## config.mk

```make
export PLATFORM = sky130hd
export DESIGN_NAME = mil_top
export DESIGN_NICKNAME = d
export VERILOG_FILES = /design/src/rtl/mil_pkg.sv /design/src/rtl/mil_top.sv
export SDC_FILE = /design/constraint.sdc
export NUM_CORES = 1
export LEC_CHECK = 0
export BUFFER_PORTS_ARGS = -buffer_cell sky130_fd_sc_hd__buf_4
export CAP_MARGIN = 20
export CORE_MARGIN = 3
export CORE_UTILIZATION = 35
export DETAILED_ROUTE_END_ITERATION = 10
export PLACE_DENSITY = 0.62
export SLEW_MARGIN = 20
export SYNTH_ARGS = -nofsm -noshare
export SYNTH_HDL_FRONTEND = slang
export SYNTH_SLANG_ARGS = --single-unit
```

## constraint.sdc

```tcl
create_clock -name ref_clk_i -period 2.1 [get_ports ref_clk_i]
set_input_delay 0.42 -clock ref_clk_i [delete_from_list [all_inputs] [get_ports ref_clk_i]]
set_output_delay 0.42 -clock ref_clk_i [all_outputs]
set_load 0.05 [all_outputs]
```

## src/rtl/mil_pkg.sv

```systemverilog
// Constants and types for the misc interface lock and status-change register bank
//
// Contract
// - Lock bit at 1 discards every write to the three transceiver pin-config registers.
// - Function bit 1 and wakeup 1: writing 1 sets data bit, 0 does nothing.
// - Function bit 1: data bit clears whenever the card wakeup bit is 0.
// - Function bit 0: pin is driven with the inverse of the last written data.
// - Reading the data bit returns the inverse of the present pin level.
// - Status-change function works only when strapped for the PC Card bus.
// - Software writes zeros to six reserved registers; reads may return anything.
package mil_pkg;

  // ****************************************************************
  // Register map (byte addresses, one aligned word each)
  // ****************************************************************
  localparam int          ADDR_W      = 6;
  localparam int          DATA_W      = 32;
  localparam int          REG_W       = 8;
  localparam logic [5:0]  OFF_MIC9    = 6'h00;
  localparam logic [5:0]  OFF_RSV10   = 6'h04;
  localparam logic [5:0]  OFF_RSV11   = 6'h08;
  localparam logic [5:0]  OFF_RSV12   = 6'h0c;
  localparam logic [5:0]  OFF_RSV13   = 6'h10;
  localparam logic [5:0]  OFF_RSV14   = 6'h14;
  localparam logic [5:0]  OFF_RSV15   = 6'h18;
  localparam logic [5:0]  OFF_XCFG_A  = 6'h1c;
  localparam logic [5:0]  OFF_XCFG_B  = 6'h20;
  localparam logic [5:0]  OFF_XCFG_C  = 6'h24;

  // ****************************************************************
  // Field positions
  // ****************************************************************
  localparam int          BIT_SC_DATA = 0;
  localparam int          BIT_LOCK    = 1;
  localparam int          BIT_SC_FN   = 0;
  localparam int          BE_LOW      = 0;

  // ****************************************************************
  // Reset values
  // ****************************************************************
  localparam logic        RST_LOCK    = 1'b0;
  localparam logic        RST_SC_DATA = 1'b0;
  localparam logic [7:0]  RST_XCFG    = 8'h00;

  // Transceiver pin-function configuration carried as one group
  typedef struct packed {
    logic [7:0] cfg_a;
    logic [7:0] cfg_b;
    logic [7:0] cfg_c;
  } mil_xcfg_s;

  // Decoded register target of a bus access
  typedef enum logic [2:0] {
    MIL_SEL_NONE,
    MIL_SEL_MIC9,
    MIL_SEL_RSV,
    MIL_SEL_XA,
    MIL_SEL_XB,
    MIL_SEL_XC
  } mil_sel_e;

  // Bus handshake states
  typedef enum logic {
    MIL_IDLE,
    MIL_ACK
  } mil_bus_e;

endpackage

```

## src/rtl/mil_top.sv

```systemverilog
// Misc interface control 9 register bank with transceiver config write lock
//
// Decided for this implementation: register access over Avalon-MM and the address map.
`timescale 1ns/10ps
module mil_top
#(
  parameter logic [7:0] XCFG_RESET = mil_pkg::RST_XCFG
)
(
  input  wire logic                          ref_clk_i,
  input  wire logic                          rstn_i,
  input  wire logic [mil_pkg::ADDR_W-1:0]    avs_address_i,
  input  wire logic                          avs_read_i,
  input  wire logic                          avs_write_i,
  input  wire logic [mil_pkg::DATA_W-1:0]    avs_writedata_i,
  input  wire logic [3:0]                    avs_byteenable_i,
  output logic      [mil_pkg::DATA_W-1:0]    avs_readdata_o,
  output logic                               avs_waitrequest_o,
  input  wire logic                          card_wakeup_i,
  input  wire logic                          pccard_strap_i,
  input  wire logic                          status_change_pin_i,
  output logic                               status_change_pin_o,
  output logic                               status_change_pin_oe_n_o,
  output mil_pkg::mil_xcfg_s                 xcvr_cfg_o,
  output logic                               config_write_lock_o
);

  // ****************************************************************
  // Address decode
  // ****************************************************************
  function automatic mil_pkg::mil_sel_e decode(input logic [mil_pkg::ADDR_W-1:0] addr);
    mil_pkg::mil_sel_e sel;
    sel = mil_pkg::MIL_SEL_NONE;
    case (addr)
      mil_pkg::OFF_MIC9:   sel = mil_pkg::MIL_SEL_MIC9;
      mil_pkg::OFF_RSV10,
      mil_pkg::OFF_RSV11,
      mil_pkg::OFF_RSV12,
      mil_pkg::OFF_RSV13,
      mil_pkg::OFF_RSV14,
      mil_pkg::OFF_RSV15:  sel = mil_pkg::MIL_SEL_RSV;
      mil_pkg::OFF_XCFG_A: sel = mil_pkg::MIL_SEL_XA;
      mil_pkg::OFF_XCFG_B: sel = mil_pkg::MIL_SEL_XB;
      mil_pkg::OFF_XCFG_C: sel = mil_pkg::MIL_SEL_XC;
      default:             sel = mil_pkg::MIL_SEL_NONE;
    endcase
    return sel;
  endfunction

  // ****************************************************************
  // Pin synchronisers
  // ****************************************************************
  logic strap_s1_q;
  logic strap_s2_q;
  logic pin_s1_q;
  logic pin_s2_q;
  logic strap_s1_d;
  logic strap_s2_d;
  logic pin_s1_d;
  logic pin_s2_d;
  // Only the second stage of each pair feeds any logic

  always_comb
  begin
    strap_s1_d = pccard_strap_i;
    strap_s2_d = strap_s1_q;
    pin_s1_d   = status_change_pin_i;
    pin_s2_d   = pin_s1_q;
  end

  always_ff @(posedge ref_clk_i or negedge rstn_i)
  begin
    if (!rstn_i)
    begin
      strap_s1_q <= 1'b0;
      strap_s2_q <= 1'b0;
      pin_s1_q   <= 1'b0;
      pin_s2_q   <= 1'b0;
    end
    else
    begin
      strap_s1_q <= strap_s1_d;
      strap_s2_q <= strap_s2_d;
      pin_s1_q   <= pin_s1_d;
      pin_s2_q   <= pin_s2_d;
    end
  end

  // ****************************************************************
  // Avalon slave handshake: one wait cycle per access
  // ****************************************************************
  mil_pkg::mil_bus_e            bus_q;
  mil_pkg::mil_bus_e            bus_d;
  logic [mil_pkg::DATA_W-1:0]   rdata_q;
  logic [mil_pkg::DATA_W-1:0]   rdata_d;
  mil_pkg::mil_sel_e            sel;
  logic                         wr_take;
  logic                         low_lane;

  assign sel               = decode(avs_address_i);
  assign avs_waitrequest_o = (avs_read_i || avs_write_i) && (bus_q != mil_pkg::MIL_ACK);
  assign low_lane          = avs_byteenable_i[mil_pkg::BE_LOW];
  assign wr_take           = avs_write_i && (bus_q == mil_pkg::MIL_ACK) && low_lane;
  assign avs_readdata_o    = rdata_q;

  // ****************************************************************
  // Register state
  // ****************************************************************
  logic               lock_q;
  logic               lock_d;
  logic               sc_data_q;
  logic               sc_data_d;
  logic               pin_q;
  logic               pin_d;
  logic               oe_n_q;
  logic               oe_n_d;
  mil_pkg::mil_xcfg_s xcfg_q;
  mil_pkg::mil_xcfg_s xcfg_d;
  logic               sc_fn;
  logic               pccard;
  logic [7:0]         wbyte;

  assign sc_fn  = xcfg_q.cfg_c[mil_pkg::BIT_SC_FN];
  assign pccard = strap_s2_q;
  assign wbyte  = avs_writedata_i[mil_pkg::REG_W-1:0];

  always_comb
  begin
    bus_d     = bus_q;
    rdata_d   = rdata_q;
    lock_d    = lock_q;
    sc_data_d = sc_data_q;
    xcfg_d    = xcfg_q;
    case (bus_q)
      mil_pkg::MIL_IDLE:
      begin
        if (avs_read_i || avs_write_i)
        begin
          bus_d   = mil_pkg::MIL_ACK;
          rdata_d = '0;
          // Reserved and unmapped words read as zero
          if (avs_read_i)
          begin
            case (sel)
              mil_pkg::MIL_SEL_MIC9:
              begin
                rdata_d[mil_pkg::BIT_LOCK]    = lock_q;
                rdata_d[mil_pkg::BIT_SC_DATA] = ~pin_s2_q;
              end
              mil_pkg::MIL_SEL_XA: rdata_d[mil_pkg::REG_W-1:0] = xcfg_q.cfg_a;
              mil_pkg::MIL_SEL_XB: rdata_d[mil_pkg::REG_W-1:0] = xcfg_q.cfg_b;
              mil_pkg::MIL_SEL_XC: rdata_d[mil_pkg::REG_W-1:0] = xcfg_q.cfg_c;
              default:             rdata_d = '0;
            endcase
          end
        end
      end
      mil_pkg::MIL_ACK:
      begin
        bus_d = mil_pkg::MIL_IDLE;
        if (wr_take)
        begin
          case (sel)
            mil_pkg::MIL_SEL_MIC9:
            begin
              lock_d = wbyte[mil_pkg::BIT_LOCK];
              if (!sc_fn)
                sc_data_d = wbyte[mil_pkg::BIT_SC_DATA];
              else if (card_wakeup_i && wbyte[mil_pkg::BIT_SC_DATA])
                sc_data_d = 1'b1;
            end
            mil_pkg::MIL_SEL_XA: if (!lock_q) xcfg_d.cfg_a = wbyte;
            mil_pkg::MIL_SEL_XB: if (!lock_q) xcfg_d.cfg_b = wbyte;
            mil_pkg::MIL_SEL_XC: if (!lock_q) xcfg_d.cfg_c = wbyte;
            // Reserved words keep nothing; software is expected to write zeros
            default:             xcfg_d = xcfg_q;
          endcase
        end
      end
      default: bus_d = mil_pkg::MIL_IDLE;
    endcase
    // Wakeup latch mode: wakeup low always clears, no set can race it
    if (sc_fn && !card_wakeup_i)
      sc_data_d = 1'b0;
  end

  // Pin path: inverse of data in both modes; wakeup mode just changes how data moves
  always_comb
  begin
    pin_d  = ~sc_data_d;
    oe_n_d = ~pccard;
  end

  always_ff @(posedge ref_clk_i or negedge rstn_i)
  begin
    if (!rstn_i)
    begin
      bus_q     <= mil_pkg::MIL_IDLE;
      rdata_q   <= '0;
      lock_q    <= mil_pkg::RST_LOCK;
      sc_data_q <= mil_pkg::RST_SC_DATA;
      pin_q     <= 1'b1;
      oe_n_q    <= 1'b1;
      xcfg_q    <= {XCFG_RESET, XCFG_RESET, XCFG_RESET};
    end
    else
    begin
      bus_q     <= bus_d;
      rdata_q   <= rdata_d;
      lock_q    <= lock_d;
      sc_data_q <= sc_data_d;
      pin_q     <= pin_d;
      oe_n_q    <= oe_n_d;
      xcfg_q    <= xcfg_d;
    end
  end

  // Outside PC Card mode the pin belongs to the latch-enable function, so stay off it
  assign status_change_pin_o      = pin_q;
  assign status_change_pin_oe_n_o = oe_n_q;
  assign xcvr_cfg_o               = xcfg_q;
  assign config_write_lock_o      = lock_q;

  // ****************************************************************
  // Assertions
  // ****************************************************************
  logic xw_any;
  assign xw_any = wr_take && (sel == mil_pkg::MIL_SEL_XA || sel == mil_pkg::MIL_SEL_XB
                              || sel == mil_pkg::MIL_SEL_XC);

  lock_blocks_a: assert property (@(posedge ref_clk_i) disable iff (!rstn_i)
    (xw_any && lock_q) |=> (xcfg_q == $past(xcfg_q)))
    else $error("transceiver config changed while locked");

  unlock_write_a: assert property (@(posedge ref_clk_i) disable iff (!rstn_i)
    (wr_take && sel == mil_pkg::MIL_SEL_XA && !lock_q) |=> (xcfg_q.cfg_a == $past(wbyte)))
    else $error("unlocked config write not stored");

  wake_set_a: assert property (@(posedge ref_clk_i) disable iff (!rstn_i)
    (wr_take && sel == mil_pkg::MIL_SEL_MIC9 && sc_fn && card_wakeup_i
     && wbyte[mil_pkg::BIT_SC_DATA]) |=> sc_data_q)
    else $error("status change data not set in wakeup mode");

  wake_zero_a: assert property (@(posedge ref_clk_i) disable iff (!rstn_i)
    (sc_fn && card_wakeup_i && !(wr_take && sel == mil_pkg::MIL_SEL_MIC9)) |=>
    (sc_data_q == $past(sc_data_q) || !$past(card_wakeup_i)))
    else $error("status change data moved without a write");

  wake_clear_a: assert property (@(posedge ref_clk_i) disable iff (!rstn_i)
    (sc_fn && !card_wakeup_i) |=> (!sc_data_q && pin_q))
    else $error("status change data not cleared on wakeup low");

  direct_drive_a: assert property (@(posedge ref_clk_i) disable iff (!rstn_i)
    (wr_take && sel == mil_pkg::MIL_SEL_MIC9 && !sc_fn && !(sc_fn && !card_wakeup_i))
    |=> ##1 (pin_q == !$past(wbyte[mil_pkg::BIT_SC_DATA], 2)))
    else $error("pin not inverse of written data");

  readback_inv_a: assert property (@(posedge ref_clk_i) disable iff (!rstn_i)
    (avs_read_i && bus_q == mil_pkg::MIL_IDLE && sel == mil_pkg::MIL_SEL_MIC9)
    |=> (avs_readdata_o[mil_pkg::BIT_SC_DATA] == !$past(pin_s2_q)) && !avs_waitrequest_o)
    else $error("data bit readback not inverse of pin");

  mode_gate_a: assert property (@(posedge ref_clk_i) disable iff (!rstn_i)
    !strap_s2_q |=> status_change_pin_oe_n_o)
    else $error("pin driven outside PC Card mode");

  rsvd_zero_a: assert property (@(posedge ref_clk_i) disable iff (!rstn_i)
    (avs_read_i && bus_q == mil_pkg::MIL_IDLE && sel == mil_pkg::MIL_SEL_RSV)
    |=> (avs_readdata_o == '0))
    else $error("reserved register read not zero");

  // Reserved words hold no state, so a write there must disturb nothing
  rsvd_ignore_a: assert property (@(posedge ref_clk_i) disable iff (!rstn_i)
    (wr_take && sel == mil_pkg::MIL_SEL_RSV)
    |=> (xcfg_q == $past(xcfg_q) && lock_q == $past(lock_q)))
    else $error("reserved register write changed state");

  // Lock bit stays writable, else a set lock could never be undone
  lock_free_a: assert property (@(posedge ref_clk_i) disable iff (!rstn_i)
    (wr_take && sel == mil_pkg::MIL_SEL_MIC9)
    |=> (lock_q == $past(wbyte[mil_pkg::BIT_LOCK])))
    else $error("lock bit write not stored");

  mode_drive_a: assert property (@(posedge ref_clk_i) disable iff (!rstn_i)
    strap_s2_q |=> !status_change_pin_oe_n_o)
    else $error("pin not driven in PC Card mode");

  wake_noset_a: assert property (@(posedge ref_clk_i) disable iff (!rstn_i)
    (wr_take && sel == mil_pkg::MIL_SEL_MIC9 && sc_fn && !card_wakeup_i)
    |=> !sc_data_q)
    else $error("status change data set with wakeup low");

  unlock_cfgb_a: assert property (@(posedge ref_clk_i) disable iff (!rstn_i)
    (wr_take && sel == mil_pkg::MIL_SEL_XB && !lock_q) |=> (xcfg_q.cfg_b == $past(wbyte)))
    else $error("unlocked config b write not stored");

  unlock_cfgc_a: assert property (@(posedge ref_clk_i) disable iff (!rstn_i)
    (wr_take && sel == mil_pkg::MIL_SEL_XC && !lock_q) |=> (xcfg_q.cfg_c == $past(wbyte)))
    else $error("unlocked config c write not stored");

  reset_clear_a: assert property (@(posedge ref_clk_i)
    $rose(rstn_i) |-> (!lock_q && !sc_data_q))
    else $error("lock or data bit not clear after reset");

endmodule

```

# Word level (Yosys, flattened, before mapping)
# Cells that the tools add are included.
[word_totals] register_bits=65 out_inout_bits=60 elab_cells=57
[classes] n_eq_ne=13 n_mux=12 bitwise=5 reduce_logical=14
[ops] cell="6-bit by 5-bit equality test with 1-bit output, second input constant" n=4
[ops] cell="6-bit one-hot mux with 3 select lines" n=1
[ops] cell="3-bit one-hot mux with 5 select lines" n=1
[ops] cell="6-bit by 4-bit equality test with 1-bit output, second input constant" n=2
[ops] cell="6-bit equality test, second input constant" n=2
[ops] cell="4-bit AND reduction" n=3
[ops] cell="8-bit two-way mux" n=1
[ops] cell="2-bit one-hot mux with 4 select lines" n=1
[ops] cell="1-bit two-way mux" n=7
[ops] cell="3-bit equality test, second input constant" n=2
[ops] cell="6-bit by 3-bit equality test with 1-bit output, second input constant" n=1
[ops] cell="6-bit logical NOT" n=1
[ops] cell="6-bit OR reduction" n=1
[ops] cell="1-bit logical AND" n=5
[ops] cell="1-bit NOT" n=5
[ops] cell="3-bit by 1-bit equality test with 1-bit output, second input constant" n=1
[ops] cell="3-bit by 2-bit equality test with 1-bit output, second input constant" n=1
[ops] cell="3-bit AND reduction" n=1
[ops] cell="1-bit one-hot mux with 2 select lines" n=1
[ops] cell="2-bit AND reduction" n=1
[ops] cell="1-bit logical NOT" n=1
[ops] cell="1-bit logical OR" n=1

# Longest topological paths before layout
# Gate-level depths: netlist of the first run.
[logic_depth] depth_word=9 depth_mapped=5 mapped_depth_nobuf=4

# Least setup slack after synthesis of the first run
# OpenSTA, ideal clock, no wires.
[synth_path] path_kind="input to register" from="in avs_address_i[5] (netlist name)" to="reg xcfg_q, in the netlist xcvr_cfg_o[16]" setup_ns=0.125 t_arrival_ns=1.652 required_ns=1.975 setup_slack_ns=0.323 path_stages=3 n_path_buf=0 path_cell_list="or3_4 -> nor4_4 -> mux2_2"
[synth_between] elab_chain_len=5 elab_cells_between_ends=14 cone_classes="10 x eq/ne; 1 x mux; 3 x reduce/logical"
[synth_lines] element="start, declared" line="mil_top.sv:12" text="input wire logic [mil_pkg::ADDR_W-1:0] avs_address_i,"
[synth_lines] element="6-bit by 3-bit equality test with 1-bit output, or another cell as far along" line="mil_top.sv:34" text="case (addr)"
[synth_lines] element="6-bit OR reduction" line="mil_top.sv:34"
[synth_lines] element="3-bit one-hot mux with 5 select lines (*)" line="mil_top.sv:34"
[synth_lines] element="3-bit by 2-bit equality test with 1-bit output (*)" line="mil_top.sv:163" text="case (sel)"
[synth_lines] element="4-bit AND reduction (no source line) (*)"
[synth_lines] element="end signal, assigned" line="mil_top.sv:204" text="xcfg_q <= {XCFG_RESET, XCFG_RESET, XCFG_RESET};"
[synth_lines] element="end signal, assigned" line="mil_top.sv:214" text="xcfg_q <= xcfg_d;"
[synth_lines] element="end, declared" line="mil_top.sv:117" text="mil_pkg::mil_xcfg_s xcfg_q;"
# Mark *: on every way between the ends. The rest lies on a longest branch, timed or not.
# A chain may end at the register's enable or synchronous reset.

# Worst setup path in the final report of the first run
[layout_path] from="reg bus_q" to="reg xcfg_q, in the netlist xcvr_cfg_o[1]"
[layout_between] elab_chain_len=3
[layout_lines] element="start, declared" line="mil_top.sv:92" text="mil_pkg::mil_bus_e bus_q;"
[layout_lines] element="start signal, assigned" line="mil_top.sv:198" text="bus_q <= mil_pkg::MIL_IDLE;"
[layout_lines] element="start signal, assigned" line="mil_top.sv:208" text="bus_q <= bus_d;"
[layout_lines] element="1-bit logical AND (2 in a row)" line="mil_top.sv:103" text="assign wr_take = avs_write_i && (bus_q == mil_pkg::MIL_ACK) && low_lane;"
[layout_lines] element="4-bit AND reduction (no source line) (*)"
# Marked as above.

==> results of run 1 <==
## critical path, delay by kind of cell, from the launching register on
family        cells  cell delay (ps)
flops             1              370
mux               1              370
simple gates      2              910
## logic make-up after synthesis
kind of cell | Yosys count | share of synthesized area (%)
flops | 41 | 53.1
mux | 33 | 18.7
buf+inv | 32 | 11.0
compound gates | 25 | 9.11
simple gates | 24 | 7.88
other cells | 1 | 0.194
## Yosys cell counts (2+ instances only)
cell type	n
and3_1	2
buf_2	3
nand2_1	6
nand3_1	3
buf_4	24
mux2_2	25
or4_1	2
mux2i_1	8
a22o_1	2
a2bb2oi_1	6
dfrtp_1	39
nor3_1	2
o22ai_1	2
inv_1	5
dfstp_2	2
o21ai_0	8
nor2_1	2
## per-stage QoR
stage	util (%)	hold WS (ps)
2_1_floorplan	-	124
3_3_place_gp	45.6	336
3_5_place_dp	45.6	346
4_1_cts	47.3	117
5_1_grt	47.3	136
6_report	47.3	105
## worst max path at each step
stage	startpoint	endpoint	slack, ps
6_report	bus_q$_DFF_PN0_	xcvr_cfg_o[1]$_DFFE_PN0P_	340
5_1_grt	bus_q$_DFF_PN0_	xcvr_cfg_o[5]$_DFFE_PN0P_	250
4_1_cts	bus_q$_DFF_PN0_	xcvr_cfg_o[1]$_DFFE_PN0P_	330
3_5_place_dp	avs_address_i[3]	xcvr_cfg_o[7]$_DFFE_PN0P_	140
3_3_place_gp	avs_address_i[3]	xcvr_cfg_o[11]$_DFFE_PN0P_	160
2_1_floorplan	avs_address_i[5]	xcvr_cfg_o[16]$_DFFE_PN0P_	320
## cell type report
class | instances | area [sq um] | area share, %
repair buffers | 63 | 473 | 19.1
inverters | 5 | 18.8 | 0.758
multi-input cells | 106 | 781 | 31.5
clock buffers | 7 | 86.3 | 3.49
well taps | 70 | 87.6 | 3.54
flip-flops and latches | 41 | 1030 | 41.6
## sequential cells by signal, summed over array words and instances, names as in the netlist
name and cells:
avs_readdata_o 8, pin_s2_q 1, status_change_pin_oe_n_o 1, pccard 1, config_write_lock_o 1, xcvr_cfg_o 24
bus_q 1, strap_s1_q 1, status_change_pin_o 1, sc_data_q 1, pin_s1_q 1
## power by group
part           switching [mW]  internal (mW)  total [mW]  leakage [nW]
clock                   0.251          0.261       0.512        0.0443
combinational           0.266         0.0973       0.363         0.677
sequential             0.0227          0.820       0.843         0.551
## metal layers
metal	up-vias	part of all wire, %	GRT usage (%)
li1	642	-	-
met2	54	47	22.4
met3	7	9.9	5.83
met4	0	1.4	5.57
met5	-	0	0
met1	684	42	17.0
==> flow_summary_export.csv, run 1 <==
group,metric,value,unit
sta,drv_slew,0,
layout,layout_common_cells,"63 x buf_4, 39 x dfrtp_1, 25 x mux2_2",
die,fp.dieW,80.4,um
clock_tree,ctsHoldBuffers,0,
place,post-dp-hpwl,3270,um
sta,fmax,0.568,GHz
grt,antenna_found_initial,0,
layout,area_growth,27.8,%
yosys,synth_top_area_share,50.4,%
yosys,synthCells,156,
yosys,avgSynthCellArea,12.4,sq um
outcome,outcome,"finished clean",
worst_setup_path,r2r-start,"bus_q$_DFF_PN0_",
layout,filler_cell_count,510,
yosys,synth_area,1940,sq um
job,maxCapViolCount,0,
routing,drt_pass1_iterations,5,
die,core_area,5240,sq um
power_and_ir_drop,vdd_ir_drop_max,0.000380,V
sta,clock_skew,2.91,ps
worst_setup_path,crit_path_max_fanout,8,
layout,fin_area,2470,sq um
yosys,ys_seq_elements,41,
die,start_util,37.0,%
layout,final_common_cell,"buf_4",
sta,layout_min_cycle_time,1760,ps
yosys,synthTopCellsByArea,"dfrtp_1 50%, mux2_2 15%, buf_4 9.3%",
worst_hold_path,hold_class,"in -> async",
die,io_pins,109,
layout,n_antenna_cell,0,
routing,drc,0,
sta,fin_crit_sh,83.9,%
clock_tree,cts_made_buffers,5,
clock_tree,cts_tree,"yes",
worst_setup_path,path_cells,"nand3_1 -> or4_1 -> mux2_2",
grt,grt_start_max_net_pins,42,
worst_setup_path,cp-end-kind,"flip-flop",
clock_tree,cts_buffer_depth,2,
place,place_ws,140,ps
layout,drive_gt1_share,45.0,%
yosys,synth_edf_count,0,
place,io_buffers,57,
yosys,synth.largest_area_cell,"dfrtp_1",
sta,worstMarginPinSlew,574,ps
place,place_area,2390,sq um
routing,ant_nets,0,
die,die_h,80.4,um
grt,grt_usage,14.2,%
grt,grt_pass1_wl,6790,um
clock_tree,cts.clk_slew.worst_paths,70,ps
worst_setup_path,worstPathRequired,2270,ps
sta,rsz0062_at_grt,"no",
worst_setup_path,reg2reg_to,"xcvr_cfg_o[1]$_DFFE_PN0P_",
worst_setup_path,start_kind,"flip-flop",
worst_setup_path,r2r_cells,3,
worst_setup_path,critical_path_arrival,1940,ps
yosys,ys_seq_area_share,53.1,%
clock_tree,h-tree-depth,2,
sta,fin_tns_setup,0,ps
place,dp_cells,285,
die,fp-row-count,26,
routing,num_vias,1387,
routing,routedWlPerCell,15.0,um
sta,finalHoldViolCount,0,
worst_setup_path,r2r_setup_slack,340,ps
worst_setup_path,cp_slowest_stage_delay,770,ps
clock_tree,clock_latency,290,ps
power_and_ir_drop,p_per_area,694,nW/um^2
yosys,synthArstFlopShare,100,%
die,dieArea,6460,sq um
power_and_ir_drop,finalPower,1.72,mW
layout,nets,271,
routing,drt_iter0_drc,99,
clock_tree,cts-resized-gates,0,
yosys,yosysWarnings,0,
clock_tree,ctsRootBufferMaster,"clkbuf_8",
grt,grt_pass1_vias,1337,
place,place_congestion,0.741,
clock_tree,cts.sinks,41,
layout,layout.cells.non_filler,292,
worst_setup_path,path_class,"reg -> reg",
routing,via_per_inst,4.75,
routing,drt_wl_total,4390,um
grt,overflow,0,
worst_setup_path,worst_path_max_delay_cell,"or4_1",
sta,worst_slack,339,ps
power_and_ir_drop,p_leak,1.27,nW
sta,relSlewSlack,60.8,%
clock_tree,postCtsSetupRepairBufs,0,
sta,setup_violations,0,
yosys,ys.flop_type,"dfrtp_1",
yosys,synth_cell_types,32,
(Power assumes the default switching activity.)
==> inputs of run 2 (changes only) <==
- PLACE_DENSITY: 0.62 -> 0.64
- clock period: 2.1 -> 1.45 ns (I/O delays scaled with it)
==> flow_summary_export.csv, run 2 (synthesized netlist as in run 1, its figures left out) <==
group,metric,value,unit
power_and_ir_drop,finalPower,2.79,mW
routing,routedWlPerCell,14.4,um
sta,holdWs,103,ps
power_and_ir_drop,swShare,29.5,%
sta,fmax,0.650,GHz
job,maxCapViolCount,0,
worst_setup_path,cp-startpoint,"bus_q$_DFF_PN0_",
outcome,failed_checks,"negative setup slack",
die,die_h,80.4,um
die,dieArea,6460,sq um
die,io_pins,109,
place,post-dp-hpwl,3460,um
grt,grt_pass1_vias,1533,
power_and_ir_drop,p_sw,0.824,mW
place,place_congestion,0.742,
routing,via_per_inst,4.61,
sta,finalHoldViolCount,0,
worst_setup_path,r2r-start,"bus_q$_DFF_PN0_",
sta,fin_crit_sh,106,%
power_and_ir_drop,p_leak,1.45,nW
clock_tree,cts.sinks,41,
grt,overflow,0,
routing,drt_wl_total,4620,um
place,place_ws,-267,ps
clock_tree,cts_made_buffers,5,
sta,clock_skew,4.35,ps
power_and_ir_drop,p_per_area,992,nW/um^2
sta,relSlewSlack,65.7,%
power_and_ir_drop,intPower,1.97,mW
power_and_ir_drop,p_comb_share,22.3,%
routing,drt_pass1_iterations,4,
die,fp.dieW,80.4,um
layout,fin_util,53.7,%
clock_tree,cts.clk_slew.worst_paths,80,ps
layout,multiInputGateArea,831,sq um
clock_tree,cts_tree,"yes",
layout,nets,300,
routing,drc,0,
grt,grt_usage,15.5,%
worst_setup_path,critical_path_arrival,1710,ps
layout,n_antenna_cell,0,
sta,worstMarginPinSlew,515,ps
worst_setup_path,crit_path_max_fanout,7,
layout,filler_cell_count,478,
die,fp-row-count,26,
power_and_ir_drop,vdd_ir_drop_max,0.000597,V
outcome,outcome,"finished, violations left",
grt,grt_start_max_net_pins,42,
worst_setup_path,path_class,"reg -> reg",
power_and_ir_drop,clkPwrFrac,33.9,%
clock_tree,cts_buffer_depth,2,
layout,final_common_cell,"buf_4",
layout,area_growth,45.2,%
sta,drv_slew,0,
layout,largest_register_ffs,24,
worst_hold_path,hold_class,"in -> reg",
clock_tree,h-tree-depth,2,
worst_setup_path,worstPathRequired,1620,ps
layout,seq_area,1030,sq um
sta,setup_violations,26,
grt,antenna_found_initial,0,
worst_setup_path,cp-end-kind,"flip-flop",
die,core_area,5240,sq um
routing,num_vias,1484,
layout,layout_common_cells,"85 x buf_4, 38 x dfrtp_1, 24 x conb_1",
grt,grt_pass1_wl,7590,um
die,start_util,37.0,%
worst_hold_path,hp-start,"status_change_pin_i",
sta,rsz0062_at_grt,"yes",
clock_tree,clock_latency,290,ps
place,io_buffers,57,
layout,drive_gt1_share,53.2,%
power_and_ir_drop,pwr-share-seq,43.8,%
routing,ant_nets,0,
clock_tree,ctsRootBufferMaster,"clkbuf_8",
sta,worst_slack,-87.6,ps
worst_setup_path,start_kind,"flip-flop",
sta,layout_min_cycle_time,1540,ps
sta,fin_tns_setup,-1240,ps
routing,drt_iter0_drc,37,
-- run 2: cell types whose count changed in the layout (fill, tap and decap cells not counted), moves of 4 or more --
| cell | previous run | this run |
|---|---|---|
| mux2_2 | 25 | 17 |
| mux2_4 | 0 | 8 |
| buf_6 | 0 | 4 |
| buf_4 | 63 | 85 |
-- run 2: critical path, cell delays in order (launching register included) --
cell and delay (ps):
dfrtp_1 370, nand3_2 120, or4_4 510, buf_6 160, mux2_2 270
-- run 2: power by group through the flow --
| stage | sequential [mW] | combinational [mW] | clock, mW |
|---|---|---|---|
| floorplan | 1.36 | 0.284 | 0 |
| global route | 1.23 | 0.661 | 1.02 |
| global placement | 1.24 | 0.568 | 0 |
| finish | 1.22 | 0.623 | 0.945 |
| CTS | 1.22 | 0.625 | 0.972 |
| detailed placement | 1.24 | 0.575 | 0 |
-- run 2: what timing repair did --
item,in CTS,in global routing
resized for setup,15,0
hold endpoints to repair,39,0
endpoints found under the setup margin,25,26
buffers inserted,6,0
pin swaps,2,0
hold buffers,1,0
-- run 2: cell type report --
cell class              count  share of cell area [%]
flip-flops and latches     41                    36.6
multi-input cells         106                    29.6
repair buffers             92                    25.9
well taps                  70                    3.12
clock buffers               7                    3.07
clock inverters             1                    1.07
inverters                   5                   0.668
-- run 2: per-layer routing --
layer / up-vias / routed length, um / part of all wire (%) / global-route usage, %
li1: 702 / - / - / -
met1: 714 / 1940 / 42 / 19.5
met2: 60 / 2350 / 51 / 26.5
met3: 8 / 268 / 5.8 / 3.70
met4: 0 / 60 / 1.3 / 4.56
met5: - / 0 / 0 / 0
-- run 2: worst paths after layout --
| check | to | slack [ps] | cells past startpoint |
|---|---|---|---|
| setup reg to reg | xcvr_cfg_o[6]$_DFFE_PN0P_ | -90 | 4 |
| hold / removal | pin_s1_q$_DFF_PN0_ | 100 | 1 |
| min in group asynchronous | pin_s1_q$_DFF_PN0_ | 510 | 2 |
| hold reg to reg | pccard$_DFF_PN0_ | 350 | 0 |
| max in group asynchronous | config_write_lock_o$_DFFE_PN0P_ | 570 | 2 |
| setup / recovery | xcvr_cfg_o[6]$_DFFE_PN0P_ | -90 | 4 |
-- run 2: per-stage QoR --
stage / std cells / instance area, sq um
after floorplan: 179 / 2050
after global placement: 307 / 2580
after detailed placement: 307 / 2580
after CTS: 322 / 2810
after global routing: 322 / 2810
final: 322 / 2810
==> inputs of run 3 (changes only) <==
- ABC_AREA: default -> 1
- PLACE_DENSITY: 0.64 -> 0.63
==> flow_summary_export.csv, run 3 <==
group,metric,value,unit
worst_setup_path,worstPathRequired,1160,ps
layout,layout_common_cells,"68 x buf_4, 51 x nand2_1, 39 x dfrtp_1",
routing,drt_pass1_iterations,4,
routing,dr_wl_met3,380,um
routing,drt_iter0_drc,70,
place,io_buffers,57,
yosys,synth_edf_count,0,
sta,clock_skew,5.72,ps
die,fp-row-count,27,
worst_setup_path,cp-end-kind,"primary output",
yosys,ys.flop_type,"dfrtp_1",
worst_hold_path,hold_class,"in -> reg",
job,maxCapViolCount,0,
layout,final_common_cell,"buf_4",
layout,nets,361,
yosys,synth.largest_area_cell,"dfrtp_1",
sta,setup_violations,0,
sta,rsz0062_at_grt,"no",
worst_setup_path,path_class,"reg -> out",
die,die_h,83.4,um
sta,fin_tns_setup,0,ps
clock_tree,cts_made_buffers,5,
worst_hold_path,holdPathStages,1,
power_and_ir_drop,swShare,33.3,%
power_and_ir_drop,p_per_area,957,nW/um^2
routing,routedWlPerCell,12.7,um
grt,grt_start_max_net_pins,42,
worst_setup_path,cp_slowest_stage_delay,380,ps
routing,drt_wl_total,4890,um
yosys,synthTopCellsByArea,"dfrtp_1 47%, nand2_1 9.1%, buf_4 8.6%",
routing,m1WireLength,2110,um
yosys,ys_seq_area_share,49.0,%
layout,drive_gt1_share,31.6,%
die,start_util,37.2,%
die,fp.dieW,83.4,um
grt,overflow,0,
place,place_congestion,0.833,
worst_setup_path,start_kind,"flip-flop",
yosys,yosysMostFrequentCell,"nand2_1",
clock_tree,h-tree-depth,2,
routing,via_per_inst,4.50,
outcome,outcome,"finished clean",
power_and_ir_drop,p_sw,0.873,mW
yosys,ys_seq_elements,41,
sta,drv_slew,0,
place,post-dp-hpwl,3640,um
sta,fmax,0.715,GHz
layout,largest_register_ffs,24,
worst_setup_path,r2r_cells,8,
routing,ant_nets,0,
routing,drc,0,
sta,relSlewSlack,66.1,%
die,dieArea,6960,sq um
worst_setup_path,critical_path_arrival,1110,ps
worst_setup_path,crit_path_max_fanout,2,
power_and_ir_drop,pwr-share-seq,47.3,%
power_and_ir_drop,p_leak,1.48,nW
sta,layout_min_cycle_time,1400,ps
power_and_ir_drop,clkPwrFrac,28.8,%
layout,fin_area,2740,sq um
sta,finalHoldViolCount,0,
grt,grt_pass1_vias,1772,
grt,grt_pass1_wl,8450,um
worst_setup_path,path_cells,"buf_4 -> a21oi_4 -> buf_6",
routing,num_vias,1731,
worst_setup_path,reg2reg_to,"xcvr_cfg_o[12]$_DFFE_PN0P_",
clock_tree,ctsRootBufferMaster,"clkbuf_8",
layout,n_antenna_cell,0,
yosys,synthCells,238,
routing,top_layer_used,"met4",
power_and_ir_drop,vdd_ir_drop_max,0.000481,V
worst_hold_path,hp-start,"pccard_strap_i",
place,place_area,2610,sq um
layout,area_growth,30.5,%
yosys,yosysWarnings,0,
die,io_pins,109,
clock_tree,cts_tree,"yes",
yosys,synth_cell_types,26,
worst_setup_path,r2r_setup_slack,150,ps
grt,antenna_found_initial,0,
worst_setup_path,worst_path_max_delay_cell,"dfrtp_1",
yosys,avgSynthCellArea,8.82,sq um
grt,grt_usage,14.9,%
sta,worstMarginPinSlew,509,ps
clock_tree,clock_latency,290,ps
clock_tree,cts.clk_slew.worst_paths,70,ps
clock_tree,cts.sinks,41,
worst_setup_path,r2r-start,"bus_q$_DFF_PN0_",
power_and_ir_drop,p_comb_share,23.9,%
clock_tree,cts_buffer_depth,2,
routing,met2WireLength,2340,um
yosys,synth_area,2100,sq um
layout,fin_util,48.5,%
yosys,synthArstFlopShare,100,%
yosys,ys_top_cells_by_count,"51 x nand2_1, 39 x dfrtp_1, 24 x buf_4, 22 x inv_1, 19 x o21ai_0",
die,core_area,5640,sq um
yosys,synth_top_area_share,46.5,%
worst_hold_path,min_to,"strap_s1_q$_DFF_PN0_",
power_and_ir_drop,intPower,1.75,mW
sta,fin_crit_sh,96.4,%
## run 3: changes by cell type in the layout (fill, tap and decap cells not counted), sizes merged, moves of 12 or more
cell | before | now
buf | 91 | 71
inv | 5 | 22
mux2 | 25 | 0
nand2 | 6 | 56
nand3 | 4 | 17
nand4 | 0 | 16
nor2 | 3 | 22
o21ai | 8 | 20
## run 3: how the worst max path moves through the flow
stage	startpoint	to	slack, ps	cells after the start
5_1_grt	bus_q$_DFF_PN0_	avs_waitrequest_o	1	3
4_1_cts	bus_q$_DFF_PN0_	avs_waitrequest_o	50	3
2_1_floorplan	bus_q$_DFF_PN0_	avs_readdata_o[2]$_DFFE_PN0P_	70	4
6_report	bus_q$_DFF_PN0_	avs_waitrequest_o	50	3
3_5_place_dp	avs_write_i	xcvr_cfg_o[15]$_DFFE_PN0P_	10	9
3_3_place_gp	avs_write_i	xcvr_cfg_o[23]$_DFFE_PN0P_	50	8
## run 3: power by group through the flow
| stage | clock, mW | combinational (mW) | sequential (mW) |
|---|---|---|---|
| detailed placement | 0 | 0.611 | 1.26 |
| CTS | 0.790 | 0.625 | 1.24 |
| global route | 0.841 | 0.668 | 1.25 |
| floorplan | 0 | 0.310 | 1.40 |
| global placement | 0 | 0.606 | 1.26 |
| finish | 0.756 | 0.625 | 1.24 |
## run 3: metal layers
layer,GRT usage (%),up-vias
li1,-,878
met1,19.2,788
met2,24.0,59
met3,4.76,6
met4,4.39,0
met5,0,-
## run 3: timing repair
item,in CTS,in global routing
setup buffers,1,0
setup endpoints to repair,1,22
resized for setup,2,6
cloned,0,1
hold buffers,1,0
endpoints found under the hold margin,39,0
pin swaps,0,0
## run 3: final cells by class
cell class | instances | area, sq um
flip-flops and latches | 41 | 1030
well taps | 72 | 90.1
fillers | 575 | 2900
clock buffers | 8 | 90.1
inverters | 23 | 86.3
repair buffers | 72 | 572
multi-input cells | 169 | 872
## run 3: critical path, delay by kind of cell (launching register included)
family / cells / cell delay [ps]
AOI/OAI and AO/OA: 1 / 120
buffers and inverters: 2 / 320
DFF: 1 / 380
## run 3: cell families (layout without fill, tap and decap cells)
group	count (synthesis)	in the layout	synth area share [%]
compound gates	32	32	8.35
buf+inv	52	103	14.8
flops	41	41	49.0
other cells	1	24	0.179
simple gates	112	113	27.7
## run 3: per-stage QoR
| step | std cells | power, mW | worst slack, ps | hold slack, ps |
|---|---|---|---|---|
| 5_1_grt | 385 | 2.76 | 0.962 | 98.9 |
| 3_3_place_gp | 374 | 1.87 | 51.1 | 303 |
| 4_1_cts | 384 | 2.66 | 49.9 | 99.5 |
| 3_5_place_dp | 374 | 1.87 | 13.4 | 304 |
| 2_1_floorplan | 261 | 1.71 | 65.8 | -5.59 |
| 6_report | 385 | 2.62 | 51.7 | 110 |
